## config.mk

```make
export PLATFORM = sky130hd
export DESIGN_NAME = paired_timer
export DESIGN_NICKNAME = d
export VERILOG_FILES = /design/src/rtl/paired_timer_pkg.sv /design/src/rtl/count_slice.sv /design/src/rtl/paired_timer.sv
export SDC_FILE = /design/constraint.sdc
export NUM_CORES = 1
export LEC_CHECK = 0
export BUFFER_PORTS_ARGS = -buffer_cell sky130_fd_sc_hd__buf_4
export CAP_MARGIN = 30
export CORE_ASPECT_RATIO = 1.1
export CORE_MARGIN = 2
export CORE_UTILIZATION = 60
export CTS_BUF_LIST = sky130_fd_sc_hd__clkbuf_8
export CTS_CLUSTER_SIZE = 16
export DETAILED_ROUTE_END_ITERATION = 7
export PLACE_DENSITY = 0.89
export SETUP_SLACK_MARGIN = 0.2
export SYNTH_ARGS = -nofsm -noshare
export SYNTH_HDL_FRONTEND = slang
export SYNTH_SLANG_ARGS = --single-unit
export TNS_END_PERCENT = 30
```

## constraint.sdc

```tcl
create_clock -name clk -period 7.5 [get_ports clk]
set_input_delay 0.375 -clock clk [delete_from_list [all_inputs] [get_ports clk]]
set_output_delay 0.375 -clock clk [all_outputs]
set_load 0.01 [all_outputs]
```

## src/rtl/paired_timer_pkg.sv

```systemverilog
// Shared constants and carriers for the paired timer block
package paired_timer_pkg;

  // Word width of one timer and number of timers
  localparam int CNT_W   = 16;
  localparam int NUM_TMR = 4;

  // Timer indices that feed the capture/compare time bases and the converter trigger
  localparam int TB_LO_IDX = 0;
  localparam int TB_HI_IDX = 1;
  localparam int ADC_IDX   = 1;

  // Prescaler terminal counts (ratio minus one)
  localparam logic [7:0] PSC_TC_1   = 8'h00;
  localparam logic [7:0] PSC_TC_8   = 8'h07;
  localparam logic [7:0] PSC_TC_64  = 8'h3F;
  localparam logic [7:0] PSC_TC_256 = 8'hFF;

  // Values after reset
  localparam logic [7:0] PSC_RST  = 8'h00;
  localparam logic [3:0] FLAG_RST = 4'h0;
  localparam logic [3:0] SYNC_RST = 4'h0;

  // Prescaler ratio select
  typedef enum logic [1:0] {
    PSC_1   = 2'b00,
    PSC_8   = 2'b01,
    PSC_64  = 2'b10,
    PSC_256 = 2'b11
  } psc_e;

  // Control bits of one timer
  typedef struct packed {
    logic on;
    logic t32;
    logic gate;
    logic ext_src;
    logic stop_idle;
    logic run_sleep;
    psc_e psc;
  } tmr_ctrl_s;

  // Three-stage pin synchroniser with agreed level
  typedef struct packed {
    logic [3:0] st1;
    logic [3:0] st2;
    logic [3:0] st3;
    logic [3:0] lvl;
  } pin_sync_s;

  // Whole state of the top module
  typedef struct packed {
    pin_sync_s  ext;
    pin_sync_s  gat;
    logic [3:0] flag;
    logic [3:0] dma;
    logic       adc;
    logic [1:0] tbm;
  } timer_top_s;

endpackage : paired_timer_pkg

```

## src/rtl/count_slice.sv

```systemverilog
// One 16-bit timer word with its prescaler
`timescale 1ns/1ps
module count_slice #(
  parameter int W = paired_timer_pkg::CNT_W
) (
  // Clock, reset, enable
  input  wire logic                   clk,
  input  wire logic                   srst,
  input  wire logic                   ce,
  // Count source and control
  input  wire logic                   run,
  input  wire logic                   ev,
  input  wire paired_timer_pkg::psc_e psc,
  input  wire logic                   inc,
  input  wire logic                   clr,
  // Results
  output logic                        tick,
  output logic [W-1:0]                cnt
);

  typedef struct packed {
    logic [7:0]   pcnt;
    logic [W-1:0] cnt;
  } slice_state_s;

  slice_state_s st_q;
  slice_state_s st_d;
  logic [7:0]   tc;

  // Refuse widths the carry logic cannot serve
  if (W < 2)
  begin : g_bad_w
    $error("count_slice: W must be at least 2");
  end

  // Prescaler terminal count
  always_comb
  begin
    case (psc)
      paired_timer_pkg::PSC_1:   tc = paired_timer_pkg::PSC_TC_1;
      paired_timer_pkg::PSC_8:   tc = paired_timer_pkg::PSC_TC_8;
      paired_timer_pkg::PSC_64:  tc = paired_timer_pkg::PSC_TC_64;
      paired_timer_pkg::PSC_256: tc = paired_timer_pkg::PSC_TC_256;
      default:                   tc = paired_timer_pkg::PSC_TC_1;
    endcase
  end

  assign tick = run & ev & (st_q.pcnt == tc);
  assign cnt  = st_q.cnt;

  // Next state: prescaler divides events, word steps on request
  always_comb
  begin
    st_d = st_q;
    if (!run)
      st_d.pcnt = paired_timer_pkg::PSC_RST;
    else if (ev)
      st_d.pcnt = tick ? paired_timer_pkg::PSC_RST : st_q.pcnt + 8'h01;
    if (clr)
      st_d.cnt = '0;
    else if (inc)
      st_d.cnt = st_q.cnt + {{(W-1){1'b0}}, 1'b1};
  end

  // State register, frozen while ce is low
  always_ff @(posedge clk)
  begin
    if (srst)
      st_q <= '0;
    else if (ce)
      st_q <= st_d;
  end

endmodule : count_slice

```

## src/rtl/paired_timer.sv

```systemverilog
// Two pairs of 16-bit timers, each pair joinable into one 32-bit timer
// Contract
// Two pairs; each pair is one 32-bit timer or two 16-bit timers.
// Split halves offer all 16-bit modes except asynchronous counting.
// Each 16-bit timer counts the clock or synchronised external events.
// In 32-bit mode even timers hold the low word, odd the high word.
// In 32-bit mode odd control bits are ignored; even control rules.
// In 32-bit mode only the even timer's clock and gate pins act.
// A 32-bit pair signals when its count matches the 32-bit period.
// A 32-bit pair's event goes to the odd timer's flag only.
// Only timers two and three feed capture and compare time bases.
// Converter trigger comes from the second/third timer pair only.
// Each of the four timers can raise a DMA trigger.
// Timers keep counting in Idle and Sleep when configured to.
// In 32-bit mode low-word rollover carries into high word same step.
// On match the count clears next step; flag stays until cleared.
`timescale 1ns/1ps
module paired_timer #(
  parameter int W = paired_timer_pkg::CNT_W
) (
  // Clock, reset, enable
  input  wire logic                                clk,
  input  wire logic                                srst,
  input  wire logic                                ce,
  // Power modes
  input  wire logic                                idle,
  input  wire logic                                sleep,
  // Configuration per timer
  input  wire paired_timer_pkg::tmr_ctrl_s [3:0]   ctrl,
  input  wire logic [3:0][W-1:0]                   period,
  input  wire logic [3:0]                          flag_clr,
  // Pins
  input  wire logic [3:0]                          ext_clk_pin,
  input  wire logic [3:0]                          gate_pin,
  // Counts and events
  output logic [3:0][W-1:0]                        cnt_o,
  output logic [3:0]                               flag_o,
  output logic [3:0]                               dma_trig,
  output logic                                     adc_trig,
  output logic [1:0][W-1:0]                        tb_cnt,
  output logic [1:0]                               tb_match
);

  paired_timer_pkg::timer_top_s       st_q;
  paired_timer_pkg::timer_top_s       st_d;
  paired_timer_pkg::tmr_ctrl_s [3:0]  ectl;
  logic [3:0]                         run;
  logic [3:0]                         ev;
  logic [3:0]                         inc;
  logic [3:0]                         clr;
  logic [3:0]                         evt;
  logic [3:0]                         fset;
  logic [3:0]                         tick;
  logic [3:0]                         paired;
  logic [3:0]                         m16;
  logic [1:0]                         m32;
  logic [3:0]                         ext_rise;
  logic [3:0]                         gate_fall;
  logic [3:0]                         ext_lvl_d;
  logic [3:0]                         gat_lvl_d;
  logic [3:0][W-1:0]                  cnt;

  // Refuse widths the pairing logic cannot serve
  if (W < 2)
  begin : g_bad_w
    $error("paired_timer: W must be at least 2");
  end

  // Agreed pin levels: change taken once stages two and three match
  assign ext_lvl_d = (st_q.ext.st3 & ~(st_q.ext.st2 ^ st_q.ext.st3))
                   | (st_q.ext.lvl & (st_q.ext.st2 ^ st_q.ext.st3));
  assign gat_lvl_d = (st_q.gat.st3 & ~(st_q.gat.st2 ^ st_q.gat.st3))
                   | (st_q.gat.lvl & (st_q.gat.st2 ^ st_q.gat.st3));
  assign ext_rise  = ext_lvl_d & ~st_q.ext.lvl;
  assign gate_fall = ~gat_lvl_d & st_q.gat.lvl;

  // Period compares, 16-bit per timer and 32-bit per pair
  assign m16[0] = cnt[0] == period[0];
  assign m16[1] = cnt[1] == period[1];
  assign m16[2] = cnt[2] == period[2];
  assign m16[3] = cnt[3] == period[3];
  assign m32[0] = {cnt[1], cnt[0]} == {period[1], period[0]};
  assign m32[1] = {cnt[3], cnt[2]} == {period[3], period[2]};

  // Per-timer control, sources and count steps
  always_comb
  begin
    ectl   = ctrl;
    run    = '0;
    ev     = '0;
    inc    = '0;
    clr    = '0;
    evt    = '0;
    fset   = '0;
    paired = '0;
    for (int i = 0; i < 4; i++)
    begin
      paired[i] = ctrl[i & 2].t32;
      if (paired[i])
        ectl[i] = ctrl[i & 2];
      run[i] = ectl[i].on & ~(idle & ectl[i].stop_idle)
             & ~(sleep & ~ectl[i].run_sleep);
      // Synchronous sources only; external events come through the synchroniser
      if (ectl[i].gate)
        ev[i] = st_q.gat.lvl[i & (paired[i] ? 2 : 3)];
      else if (ectl[i].ext_src)
        ev[i] = ext_rise[i & (paired[i] ? 2 : 3)];
      else
        ev[i] = 1'b1;
      if (paired[i] && (i % 2 == 1))
        ev[i] = 1'b0;
    end
    for (int i = 0; i < 4; i++)
    begin
      if (!paired[i])
      begin
        inc[i]  = tick[i] & ~m16[i];
        clr[i]  = tick[i] & m16[i];
        evt[i]  = tick[i] & m16[i];
        fset[i] = evt[i] | (ectl[i].gate & gate_fall[i]);
      end
      else if (i % 2 == 0)
      begin
        inc[i] = tick[i] & ~m32[i / 2];
        clr[i] = tick[i] & m32[i / 2];
      end
      else
      begin
        inc[i]  = tick[i & 2] & (cnt[i & 2] == {W{1'b1}}) & ~m32[i / 2];
        clr[i]  = tick[i & 2] & m32[i / 2];
        evt[i]  = tick[i & 2] & m32[i / 2];
        fset[i] = evt[i] | (ectl[i].gate & gate_fall[i & 2]);
      end
    end
  end

  // Timer words
  for (genvar g = 0; g < 4; g++)
  begin : g_slice
    count_slice #(
      .W    (W)
    ) u_slice (
      .clk  (clk),
      .srst (srst),
      .ce   (ce),
      .run  (run[g]),
      .ev   (ev[g]),
      .psc  (ectl[g].psc),
      .inc  (inc[g]),
      .clr  (clr[g]),
      .tick (tick[g]),
      .cnt  (cnt[g])
    );
  end

  // Next state: synchronisers, sticky flags, trigger pulses
  always_comb
  begin
    st_d         = st_q;
    st_d.ext.st1 = ext_clk_pin;
    st_d.ext.st2 = st_q.ext.st1;
    st_d.ext.st3 = st_q.ext.st2;
    st_d.ext.lvl = ext_lvl_d;
    st_d.gat.st1 = gate_pin;
    st_d.gat.st2 = st_q.gat.st1;
    st_d.gat.st3 = st_q.gat.st2;
    st_d.gat.lvl = gat_lvl_d;
    st_d.flag    = fset | (st_q.flag & ~flag_clr);
    st_d.dma     = evt;
    st_d.adc     = evt[paired_timer_pkg::ADC_IDX];
    st_d.tbm     = {evt[paired_timer_pkg::TB_HI_IDX], evt[paired_timer_pkg::TB_LO_IDX]};
  end

  // State register, frozen while ce is low
  always_ff @(posedge clk)
  begin
    if (srst)
    begin
      st_q      <= '0;
      st_q.flag <= paired_timer_pkg::FLAG_RST;
      st_q.ext  <= '{st1: paired_timer_pkg::SYNC_RST, st2: paired_timer_pkg::SYNC_RST,
                     st3: paired_timer_pkg::SYNC_RST, lvl: paired_timer_pkg::SYNC_RST};
    end
    else if (ce)
      st_q <= st_d;
  end

  // Outputs
  assign cnt_o     = cnt;
  assign flag_o    = st_q.flag;
  assign dma_trig  = st_q.dma;
  assign adc_trig  = st_q.adc;
  assign tb_cnt    = {cnt[paired_timer_pkg::TB_HI_IDX], cnt[paired_timer_pkg::TB_LO_IDX]};
  assign tb_match  = st_q.tbm;
endmodule : paired_timer

```

==> reports/metrics.cfg, run 1 <==
[run_status]
status=finished, final reports clean

[finish]
drive_gt1_share_pct=23.3
syn2layout_area_growth_pct=16.2
layout_commonest_cell=buf_4
final_cell_mix=buf_4, dfxtp_1, nor2_1
fin_util_pct=71.3
fin_nets=1252
n_antenna_cell=0

[timing]
fmax_ghz=0.330
period_share_pct=40.4
slew_headroom_pct=41.9
rsz0062_at_grt=no
timing.final.crit_period_ns=3.03
tightest_slew_ns=0.872
slew_violations=0
tns_ns=0
hold_viol_final=0
setup_viol_count_final=0
finalClockSkew_ns=0.0128

[power]
p_leak_uw=0.00408
powerDensity_mw_per_mm2=154
p_seq_share_pct=49.0
vdd_drop_max_mv=0.0986
internal_power_uw=1120
power_frac_clock_pct=40.0
switchingPower_uw=397
total_power_uw=1510
p_sw_share_pct=26.2
power_frac_comb_pct=10.9

[routing]
routed-via-count=7746
drt_iter0_markers=493
routedWlPerCell_um=16.2
dr.pass1.iters=6
routed_via_density=5.82
routed_wl_um=21600
drt.antenna.violating_nets=0
post-route-drc-count=0

[place]
post-dp-hpwl_um=15800
place_congestion=0.863
portBuffers=217

[critical_path]
required_ns=7.84
critical_path.max_fanout=13
critPathKind=reg -> reg
reg2reg_depth=8
critPathLaunchType=flip-flop
worstSetupEndpointType=flip-flop
arrival_ns=3.37

[logic_synthesis]
synthesis.nets=1150
yosysUniqueCellTypes=74
synth_ff_type=dfxtp_1
postSynthAreaPerCell_um2=8.22
syn-instance-count=1029
yosysWarnings=0
ys_seq_elements=136
synth_area_mm2=0.00846
async_flop_share_pct=0
synth-edff-count=0
yosysSeqAreaShare_pct=32.2

[floorplan]
rows=45
die_y_um=129
coreArea_mm2=0.0138
die_x_um=117
io-pin-count=220
die_area_mm2=0.0151
initial_core_util_pct=61.3

[global_route]
track_usage_pct=28.3
grt.overflow.total=0
grt_pass1_vias=7369
grt_pass1_wl_um=34200
grt_max_degree=69
antenna_found_initial=0

[cts]
cts.sinks=136
clock_path_buffers=2
holdBufCountCts=0
insertion_delay_ns=0.46
post_cts_resized=0
cts_setup_buffers=0
cts_made_buffers=17
htreeDepth=4
cts_tree=yes
ctsRootBufferMaster=clkbuf_8
clkTransAtPathRegs_ns=0.08

[min_path]
worst_hold_path.num_cells=3
hold_path.class=in -> reg

[run]
cap_viol_max_count=0

==> worst paths after layout <==
kind	from	endpoint	slack, ns
setup / recovery	g_slice[0].u_slice.cnt[3]	g_slice[1].u_slice.cnt[8]	4.47
hold / removal	gate_pin[2]	st_d[21]	0.16
setup reg to reg	g_slice[0].u_slice.cnt[3]	g_slice[1].u_slice.cnt[8]	4.47
hold reg to reg	flag_o[2]	flag_o[2]	0.47
==> registers in the layout (all words and copies together) (netlist names) <==
name and flops:
g_slice.u_slice.st_q 32, dma_trig 4, g_slice.u_slice.cnt 64, flag_o 4
st_q 16, st_d 16
==> power groups by stage <==
stage / registers [µW] / clock network [µW] / logic (µW)
2_1_floorplan: 756 / 0 / 92.9
3_3_place_gp: 759 / 0 / 160
3_5_place_dp: 760 / 0 / 164
4_1_cts: 743 / 615 / 165
5_1_grt: 745 / 642 / 180
6_report: 743 / 607 / 166
==> cells by family (layout without fill, tap and decap cells) <==
kind of cell,count (synthesis),count (layout),share of synthesized area (%)
and+or+nand+nor,405,405,24.5
AOI/OAI and AO/OA,161,161,13.4
buffers and inverters,160,275,11.8
DFF,136,136,32.2
xor gates and xnor gates,126,126,13.0
muxes,33,33,3.92
adders and majority gates,8,8,1.18
==> cells in the mapped netlist, types with 4 or more instances <==
cell type  number  area share, %
dfxtp_1       136             32
nor2_1        112            5.0
buf_4         106            9.4
nand2_1        69            3.1
xnor2_1        67            6.9
xor2_1         59            6.1
nand3_1        44            2.6
a21oi_1        38            2.2
nand4_1        38            2.8
mux2i_1        32            3.8
nor4_1         31            2.3
nor3_1         28            1.7
o21ai_0        28            1.7
clkbuf_1       27            1.2
inv_1          22           0.98
and3_1         19            1.4
a21o_1         14            1.2
and2_1         10           0.74
ha_1            8            1.2
o211ai_1        8           0.71
a211oi_1        7           0.62
a22o_1          7           0.72
and4_1          7           0.72
nand2b_1        7           0.52
nor2b_1         7           0.52
or3_1           7           0.52
o21ai_1         6           0.35
a221o_1         5           0.59
nor4b_1         5           0.52
o2111ai_1       4           0.41
o31ai_1         4           0.35
or2_2           4           0.30
==> through the flow <==
step | hold slack, ns | std cells | instance area, µm² | setup WS, ns
floorplan | 0.437 | 1029 | 8460 | 5.03
global placement | 0.459 | 1300 | 9430 | 4.61
detailed placement | 0.462 | 1300 | 9430 | 4.55
CTS | 0.140 | 1332 | 9830 | 4.54
global route | 0.163 | 1332 | 9830 | 4.28
finish | 0.159 | 1332 | 9830 | 4.47
==> layout make-up <==
class                           instances  area [µm²]
Timing Repair Buffer                  220        1650
Sequential cell                       136        2720
Inverter                               23        86.3
Clock inverter                         14         150
Clock buffer                           18         248
Tap cell                              188         235
Multi-Input combinational cell        733        4740
Fill cell                            1095        3960
==> critical path, cell delays in order, from the launching register on <==
cell and delay (ns):
dfxtp_1 0.50, nand4_1 0.46, nor4_1 0.42, nand4_1 0.13, o41a_1 0.44, a21oi_1 0.27
a211oi_1 0.09, buf_4 0.24, a221o_1 0.36
==> layer usage <==
layer	GRT usage [%]	part of all wire, %
met3	6.22	7.0
met5	0	0
met1	32.5	40
met4	12.2	2.7
met2	50.1	51
Note: power is estimated with default switching activity, not from simulation.
==> inputs of run 2 (changes only) <==
--- a/config.mk
+++ b/config.mk
@@ -5,15 +5,16 @@
 export SDC_FILE = /design/constraint.sdc
 export NUM_CORES = 1
 export LEC_CHECK = 0
+export ABC_AREA = 1
 export BUFFER_PORTS_ARGS = -buffer_cell sky130_fd_sc_hd__buf_4
 export CAP_MARGIN = 30
 export CORE_ASPECT_RATIO = 1.1
 export CORE_MARGIN = 2
-export CORE_UTILIZATION = 60
+export CORE_UTILIZATION = 51
 export CTS_BUF_LIST = sky130_fd_sc_hd__clkbuf_8
 export CTS_CLUSTER_SIZE = 16
 export DETAILED_ROUTE_END_ITERATION = 7
-export PLACE_DENSITY = 0.89
+export PLACE_DENSITY = 0.79
 export SETUP_SLACK_MARGIN = 0.2
 export SYNTH_ARGS = -nofsm -noshare
 export SYNTH_HDL_FRONTEND = slang
==> constraint.sdc (replaced) <==
create_clock -name clk -period 2.5 [get_ports clk]
set_input_delay 0.125 -clock clk [delete_from_list [all_inputs] [get_ports clk]]
set_output_delay 0.125 -clock clk [all_outputs]
set_load 0.01 [all_outputs]
==> reports/metrics.cfg, run 2 <==
[run_status]
status=finished, final reports clean

[run]
cap_viol_max_count=0  ; unchanged

[logic_synthesis]
synth_common_cells=nand2_1, nor2_1, inv_1
synth-edff-count=0  ; unchanged
async_flop_share_pct=0  ; unchanged
yosysWarnings=0  ; unchanged
yosysUniqueCellTypes=57  ; -23%
yosysTopAreaCellShare_pct=27.9  ; -4.3 points
synth_ff_type=dfxtp_1
ys_seq_elements=136  ; unchanged
syn-instance-count=1497  ; +45%
synth_most_common_cell=nand2_1
synth_top_cell_by_area=dfxtp_1
synth_area_mm2=0.00976  ; +15%
postSynthAreaPerCell_um2=6.52  ; -21%
yosysSeqAreaShare_pct=27.9  ; -4.3 points
synthTopCellsByArea=dfxtp_1, nand2_1, buf_4, nor2_1, inv_1
synthesis.nets=1618  ; +41%

[floorplan]
die_area_mm2=0.0203  ; +34%
rows=53  ; +18%
io-pin-count=220  ; unchanged
die_x_um=136  ; +16%
die_y_um=149  ; +16%
coreArea_mm2=0.0190  ; +37%
initial_core_util_pct=51.5  ; -9.9 points

[critical_path]
cpMaxStageDelayCell=dfxtp_1
critPathTopFamily=simple AND/OR/NAND/NOR gates
r2r-start=g_slice[2].u_slice.cnt[1]
cp_num_buf_inv=1  ; unchanged
rrSetupSlack_ns=0.32  ; -4.15 ns
critPathLaunchType=flip-flop
timing.critical_path.mode_cell=nand2_4
timing.rr.end=g_slice[3].u_slice.cnt[6]
path_cells=ha_1 -> nand3_1 -> nor2_1 -> nand3_1 -> nor2_1 -> nand2_2 -> nand2_4 -> nand2_4 -> nand2_4 -> inv_2 -> a21oi_1
reg2reg_depth=11  ; +3
required_ns=2.89  ; -4.95 ns
critPathKind=reg -> reg
worstSetupEndpointType=flip-flop
critical_path.max_fanout=14  ; +1
arrival_ns=2.57  ; -0.80 ns
slowest_delay_ns=0.45  ; -0.05 ns

[routing]
dr.pass1.iters=5  ; -1
routed_wl_um=24900  ; +16%
routed_via_density=5.08  ; -13%
drt_iter0_markers=488  ; -1.0%
post-route-drc-count=0  ; unchanged
drt.antenna.violating_nets=0  ; unchanged
routed-via-count=9646  ; +25%
routedWlPerCell_um=13.1  ; -19%

[timing]
timing.final.crit_period_ns=2.18  ; -0.849 ns
fmax_ghz=0.459  ; +39%
period_share_pct=87.2  ; +47 points
tightest_slew_ns=0.596  ; -0.276 ns
slew_violations=0  ; unchanged
rsz0062_at_grt=yes
finalClockSkew_ns=0.0127  ; -0.0000751 ns
setup_viol_count_final=0  ; unchanged
slew_headroom_pct=60.3  ; +18 points
whs_ns=0.0408  ; -0.118 ns
hold_viol_final=0  ; unchanged
tns_ns=0  ; unchanged

[cts]
cts_made_buffers=17  ; unchanged
cts.sinks=136  ; unchanged
insertion_delay_ns=0.46  ; about the same
clkTransAtPathRegs_ns=0.08  ; about the same
cts_tree=yes
ctsRootBufferMaster=clkbuf_8
htreeDepth=4  ; unchanged
clock_path_buffers=2  ; unchanged

[finish]
largest_reg_flops=64  ; unchanged
drive_gt1_share_pct=23.8  ; +0.52 points
syn2layout_area_growth_pct=17.7
n_antenna_cell=0  ; unchanged
fin_nets=1761  ; +41%
final_cell_mix=nand2_1, buf_4, nor2_1
layout_commonest_cell=nand2_1
finalInstanceArea_mm2=0.0115  ; +17%

[min_path]
hold_path.class=in -> reg
worst_hold_path.num_cells=3  ; unchanged
worstHoldStart=ctrl[5]
whs_endpoint=flag_o[0]

[global_route]
track_usage_pct=24.5  ; -3.8 points
antenna_found_initial=0  ; unchanged
grt_pass1_vias=8834  ; +20%
grt.overflow.total=0  ; unchanged
grt_max_degree=39  ; -43%
grt_pass1_wl_um=40400  ; +18%

[power]
powerDensity_mw_per_mm2=422  ; +170%
p_leak_uw=0.00520  ; +27%
vdd_drop_max_mv=0.338  ; +240%

[place]
portBuffers=217  ; unchanged
placed_area_mm2=0.0109  ; +16%
place_congestion=0.899  ; +4.2%
post-dp-hpwl_um=19000  ; +20%

==> run 2: cell types whose count changed in the layout (fill, tap and decap cells not counted), sizes merged, moves of 22 or more <==
cell   previous run  this run
a21oi            40        68
buf             220       255
nor2            112       192
nor4             31         5
mux2i            32         0
inv              24       181
nand2            69       386
xnor2            67        45
nand3            44       142
xor2             59        33
==> run 2: area by class of cell <==
cell class                 instances  area [µm²]
fill                            1774        7470
multi-input combinational       1029        5320
sequential                       136        2730
timing repair buffer             265        2010
inverter                         191         717
tap                              247         309
clock buffer                      20         275
clock inverter                    12         125
==> run 2: repair_timing <==
action / in CTS / in global routing
resized for setup: 0 / 9
hold endpoints to repair: 10 / 0
hold buffers: 10 / 0
endpoints found under the setup margin: 0 / 37
setup buffers: 0 / 7
==> run 2: how the worst max path moves through the flow <==
stage / startpoint / end / slack (ns) / depth (start not counted)
floorplan: g_slice[0].u_slice.cnt[0] / g_slice[1].u_slice.cnt[7] / 0.68 / 13
global placement: g_slice[1].u_slice.cnt[5] / g_slice[1].u_slice.cnt[4] / 0.32 / 15
detailed placement: g_slice[1].u_slice.cnt[5] / g_slice[1].u_slice.cnt[6] / 0.28 / 13
CTS: g_slice[1].u_slice.cnt[5] / g_slice[1].u_slice.cnt[6] / 0.26 / 13
global route: g_slice[2].u_slice.cnt[1] / g_slice[3].u_slice.cnt[7] / 0.13 / 11
finish: g_slice[2].u_slice.cnt[1] / g_slice[3].u_slice.cnt[6] / 0.32 / 11
==> run 2: per-stage QoR <==
| step | utilization [%] | worst slack (ns) | total power [µW] | instances |
|---|---|---|---|---|
| finish | 60.6 | 0.321 | 4840 | 1900 |
| global route | 60.6 | 0.128 | 5080 | 1900 |
| CTS | 60.2 | 0.261 | 4860 | 1893 |
| detailed placement | 57.6 | 0.281 | 3020 | 1851 |
| global placement | 57.6 | 0.319 | 3000 | 1851 |
| floorplan | - | 0.676 | 2750 | 1497 |
==> run 2: logic make-up (layout without fill, tap and decap cells) <==
logic type | Yosys count | after routing | synth area share (%)
AO/OA/AOI/OAI | 143 | 143 | 8.87
XOR/XNOR | 78 | 78 | 7.00
adder cells (fa/ha/maj) | 8 | 8 | 1.03
buffers and inverters | 332 | 488 | 17.7
flip-flops | 136 | 136 | 27.9
AND/OR/NAND/NOR | 800 | 800 | 37.5
==> run 2: metal layers <==
metal	vias to the layer above	GRT usage [%]	wire, µm
met1	4401	29.6	10600
met2	278	43.8	12500
met5	-	0	0
li1	4934	-	-
met4	0	6.82	461
met3	33	4.96	1430
==> run 2: power by group <==
group	switching (µW)	total, µW	internal, µW
clock network	894	1850	958
registers	46.7	2260	2210
logic	409	733	324
total	1350	4840	3490
==> run 2: tightest hold or removal path, stage by stage <==
cell     delay (ns)
buf_4          0.10
a32oi_1        0.09
a21oi_1        0.14
==> inputs of run 3 (changes only) <==
--- a/config.mk
+++ b/config.mk
@@ -10,11 +10,10 @@
 export CAP_MARGIN = 30
 export CORE_ASPECT_RATIO = 1.1
 export CORE_MARGIN = 2
-export CORE_UTILIZATION = 51
-export CTS_BUF_LIST = sky130_fd_sc_hd__clkbuf_8
+export CORE_UTILIZATION = 50
 export CTS_CLUSTER_SIZE = 16
 export DETAILED_ROUTE_END_ITERATION = 7
-export PLACE_DENSITY = 0.79
+export PLACE_DENSITY = 0.78
 export SETUP_SLACK_MARGIN = 0.2
 export SYNTH_ARGS = -nofsm -noshare
 export SYNTH_HDL_FRONTEND = slang
==> constraint.sdc (replaced) <==
create_clock -name clk -period 2.5 [get_ports clk]
set_input_delay 0.125 -clock clk [delete_from_list [all_inputs] [get_ports clk]]
set_output_delay 0.125 -clock clk [all_outputs]
set_load 0.1 [all_outputs]
==> reports/metrics.cfg, run 3 (synthesis results as in run 2) <==
[floorplan]
die_x_um=137  ; +0.96%
die_y_um=151  ; +0.97%
die_area_mm2=0.0207  ; +1.9%
initial_core_util_pct=51.1  ; -0.36 points
io-pin-count=220  ; unchanged
coreArea_mm2=0.0191  ; +0.70%
rows=53  ; unchanged

[cts]
htreeDepth=4  ; unchanged
ctsRootBufferMaster=clkbuf_16
clock_path_buffers=2  ; unchanged
clkTransAtPathRegs_ns=0.06  ; -0.02 ns
cts_made_buffers=17  ; unchanged
cts_tree=yes
insertion_delay_ns=0.42  ; -0.04 ns
cts.sinks=136  ; unchanged

[critical_path]
critPathTopFamily=simple AND/OR/NAND/NOR gates
cpMaxStageDelayCell=dfxtp_1
critPathLaunchType=flip-flop
worstSetupEndpointType=flip-flop
critPathKind=reg -> reg
critical_path.max_fanout=7  ; -7
rrSetupSlack_ns=0.29  ; -0.03 ns
slowest_delay_ns=0.48  ; +0.03 ns
arrival_ns=2.56  ; about the same
timing.critical_path.mode_cell=nor2_1
path_cells=ha_1 -> nand3_1 -> nor2_1 -> nand4_1 -> nor2_1 -> nand3_1 -> nor2_1 -> xor2_1 -> nand2_1 -> a21oi_2
cp_num_buf_inv=0  ; -1
required_ns=2.85  ; -0.04 ns

[finish]
multi_input_area_mm2=0.00532  ; -0.14%
nFillCells=1773  ; -0.056%
fin_nets=1758  ; -0.17%
layout_commonest_cell=nand2_1
largest_reg_flops=64  ; unchanged
seq_area_mm2=0.00273  ; about the same
final_cell_mix=nand2_1, buf_4, nor2_1
syn2layout_area_growth_pct=19.1
drive_gt1_share_pct=23.0  ; -0.81 points
n_antenna_cell=0  ; unchanged

[place]
post-dp-hpwl_um=18900  ; -0.39%
portBuffers=217  ; unchanged
place_congestion=0.907  ; +0.91%

[min_path]
hold_path.class=in -> reg

[timing]
finalClockSkew_ns=0.00933  ; -0.00337 ns
slew_violations=0  ; unchanged
setup_viol_count_final=0  ; unchanged
rsz0062_at_grt=yes
fmax_ghz=0.453  ; -1.2%
tightest_slew_ns=0.649  ; +0.0536 ns
slew_headroom_pct=56.7  ; -3.6 points
timing.final.crit_period_ns=2.21  ; +0.0265 ns
tns_ns=0  ; unchanged
hold_viol_final=0  ; unchanged
period_share_pct=88.2  ; +1.1 points

[routing]
routedWlPerCell_um=13.1  ; -0.58%
drt.antenna.violating_nets=0  ; unchanged
post-route-drc-count=0  ; unchanged
routed_via_density=5.08  ; about the same
routed_wl_um=24700  ; -0.94%
drt_iter0_markers=390  ; -20%
routed-via-count=9617  ; -0.30%
dr.pass1.iters=5  ; unchanged

[global_route]
antenna_found_initial=0  ; unchanged
grt.overflow.total=0  ; unchanged
grt_pass1_wl_um=39500  ; -2.3%
grt_pass1_vias=8673  ; -1.8%
track_usage_pct=23.8  ; -0.66 points
grt_max_degree=39  ; unchanged

[power]
powerDensity_mw_per_mm2=479  ; +14%
vdd_drop_max_mv=0.509  ; +51%
total_power_uw=5570  ; +15%
p_leak_uw=0.00526  ; +1.2%

[run_status]
status=finished, final reports clean

[run]
cap_viol_max_count=0  ; unchanged

## run 3: layer usage
| metal | up-vias | part of all wire, % | global-route usage (%) |
|---|---|---|---|
| met4 | 0 | 2.1 | 7.89 |
| met3 | 42 | 5.9 | 3.97 |
| met1 | 4381 | 42 | 29.2 |
| met5 | - | 0 | 0 |
| met2 | 284 | 49 | 42.0 |
| li1 | 4910 | - | - |
## run 3: power breakdown
group,leakage [µW],total (µW),internal (µW),switching [µW]
sequential,0.00110,2260,2220,45.4
combinational,0.00389,889,326,564
clock,0.000272,2420,1520,900
## run 3: worst min-delay path, delay by kind of cell
kind | cells | cell delay, ns
AO/OA/AOI/OAI | 2 | 0.24
buffers and inverters | 1 | 0.11
## run 3: path summary, 6_finish.rpt
kind,endpoint,depth (start not counted),startpoint
setup / recovery,g_slice[1].u_slice.cnt[14],10,g_slice[1].u_slice.cnt[0]
hold / removal,flag_o[0],3,ctrl[5]
setup reg to reg,g_slice[1].u_slice.cnt[14],10,g_slice[1].u_slice.cnt[0]
hold reg to reg,st_q[16],2,st_q[16]
## run 3: through the flow
| step | setup slack [ns] | hold slack (ns) | utilization, % | cells | area, µm² |
|---|---|---|---|---|---|
| floorplan | 0.676 | 0.260 | - | 1497 | 9760 |
| global placement | 0.309 | 0.351 | 57.1 | 1850 | 10900 |
| detailed placement | 0.220 | 0.354 | 57.1 | 1850 | 10900 |
| CTS | 0.203 | 0.0832 | 60.6 | 1888 | 11600 |
| global route | 0.0681 | 0.116 | 60.9 | 1893 | 11600 |
| finish | 0.295 | 0.0919 | 60.9 | 1893 | 11600 |
## run 3: layout make-up
type / count / share of cell area (%)
multi-input cells: 1029 / 45.7
flip-flops and latches: 136 / 23.4
repair buffers: 262 / 17.2
inverters: 191 / 6.17
clock buffers: 24 / 4.14
well taps: 247 / 2.66
clock inverters: 4 / 0.603
## run 3: what timing repair did
action	4_1_cts	5_1_grt
resized for setup	0	4
setup buffers	0	5
endpoints found under the setup margin	0	37
hold endpoints to repair	10	0
hold buffers	10	0
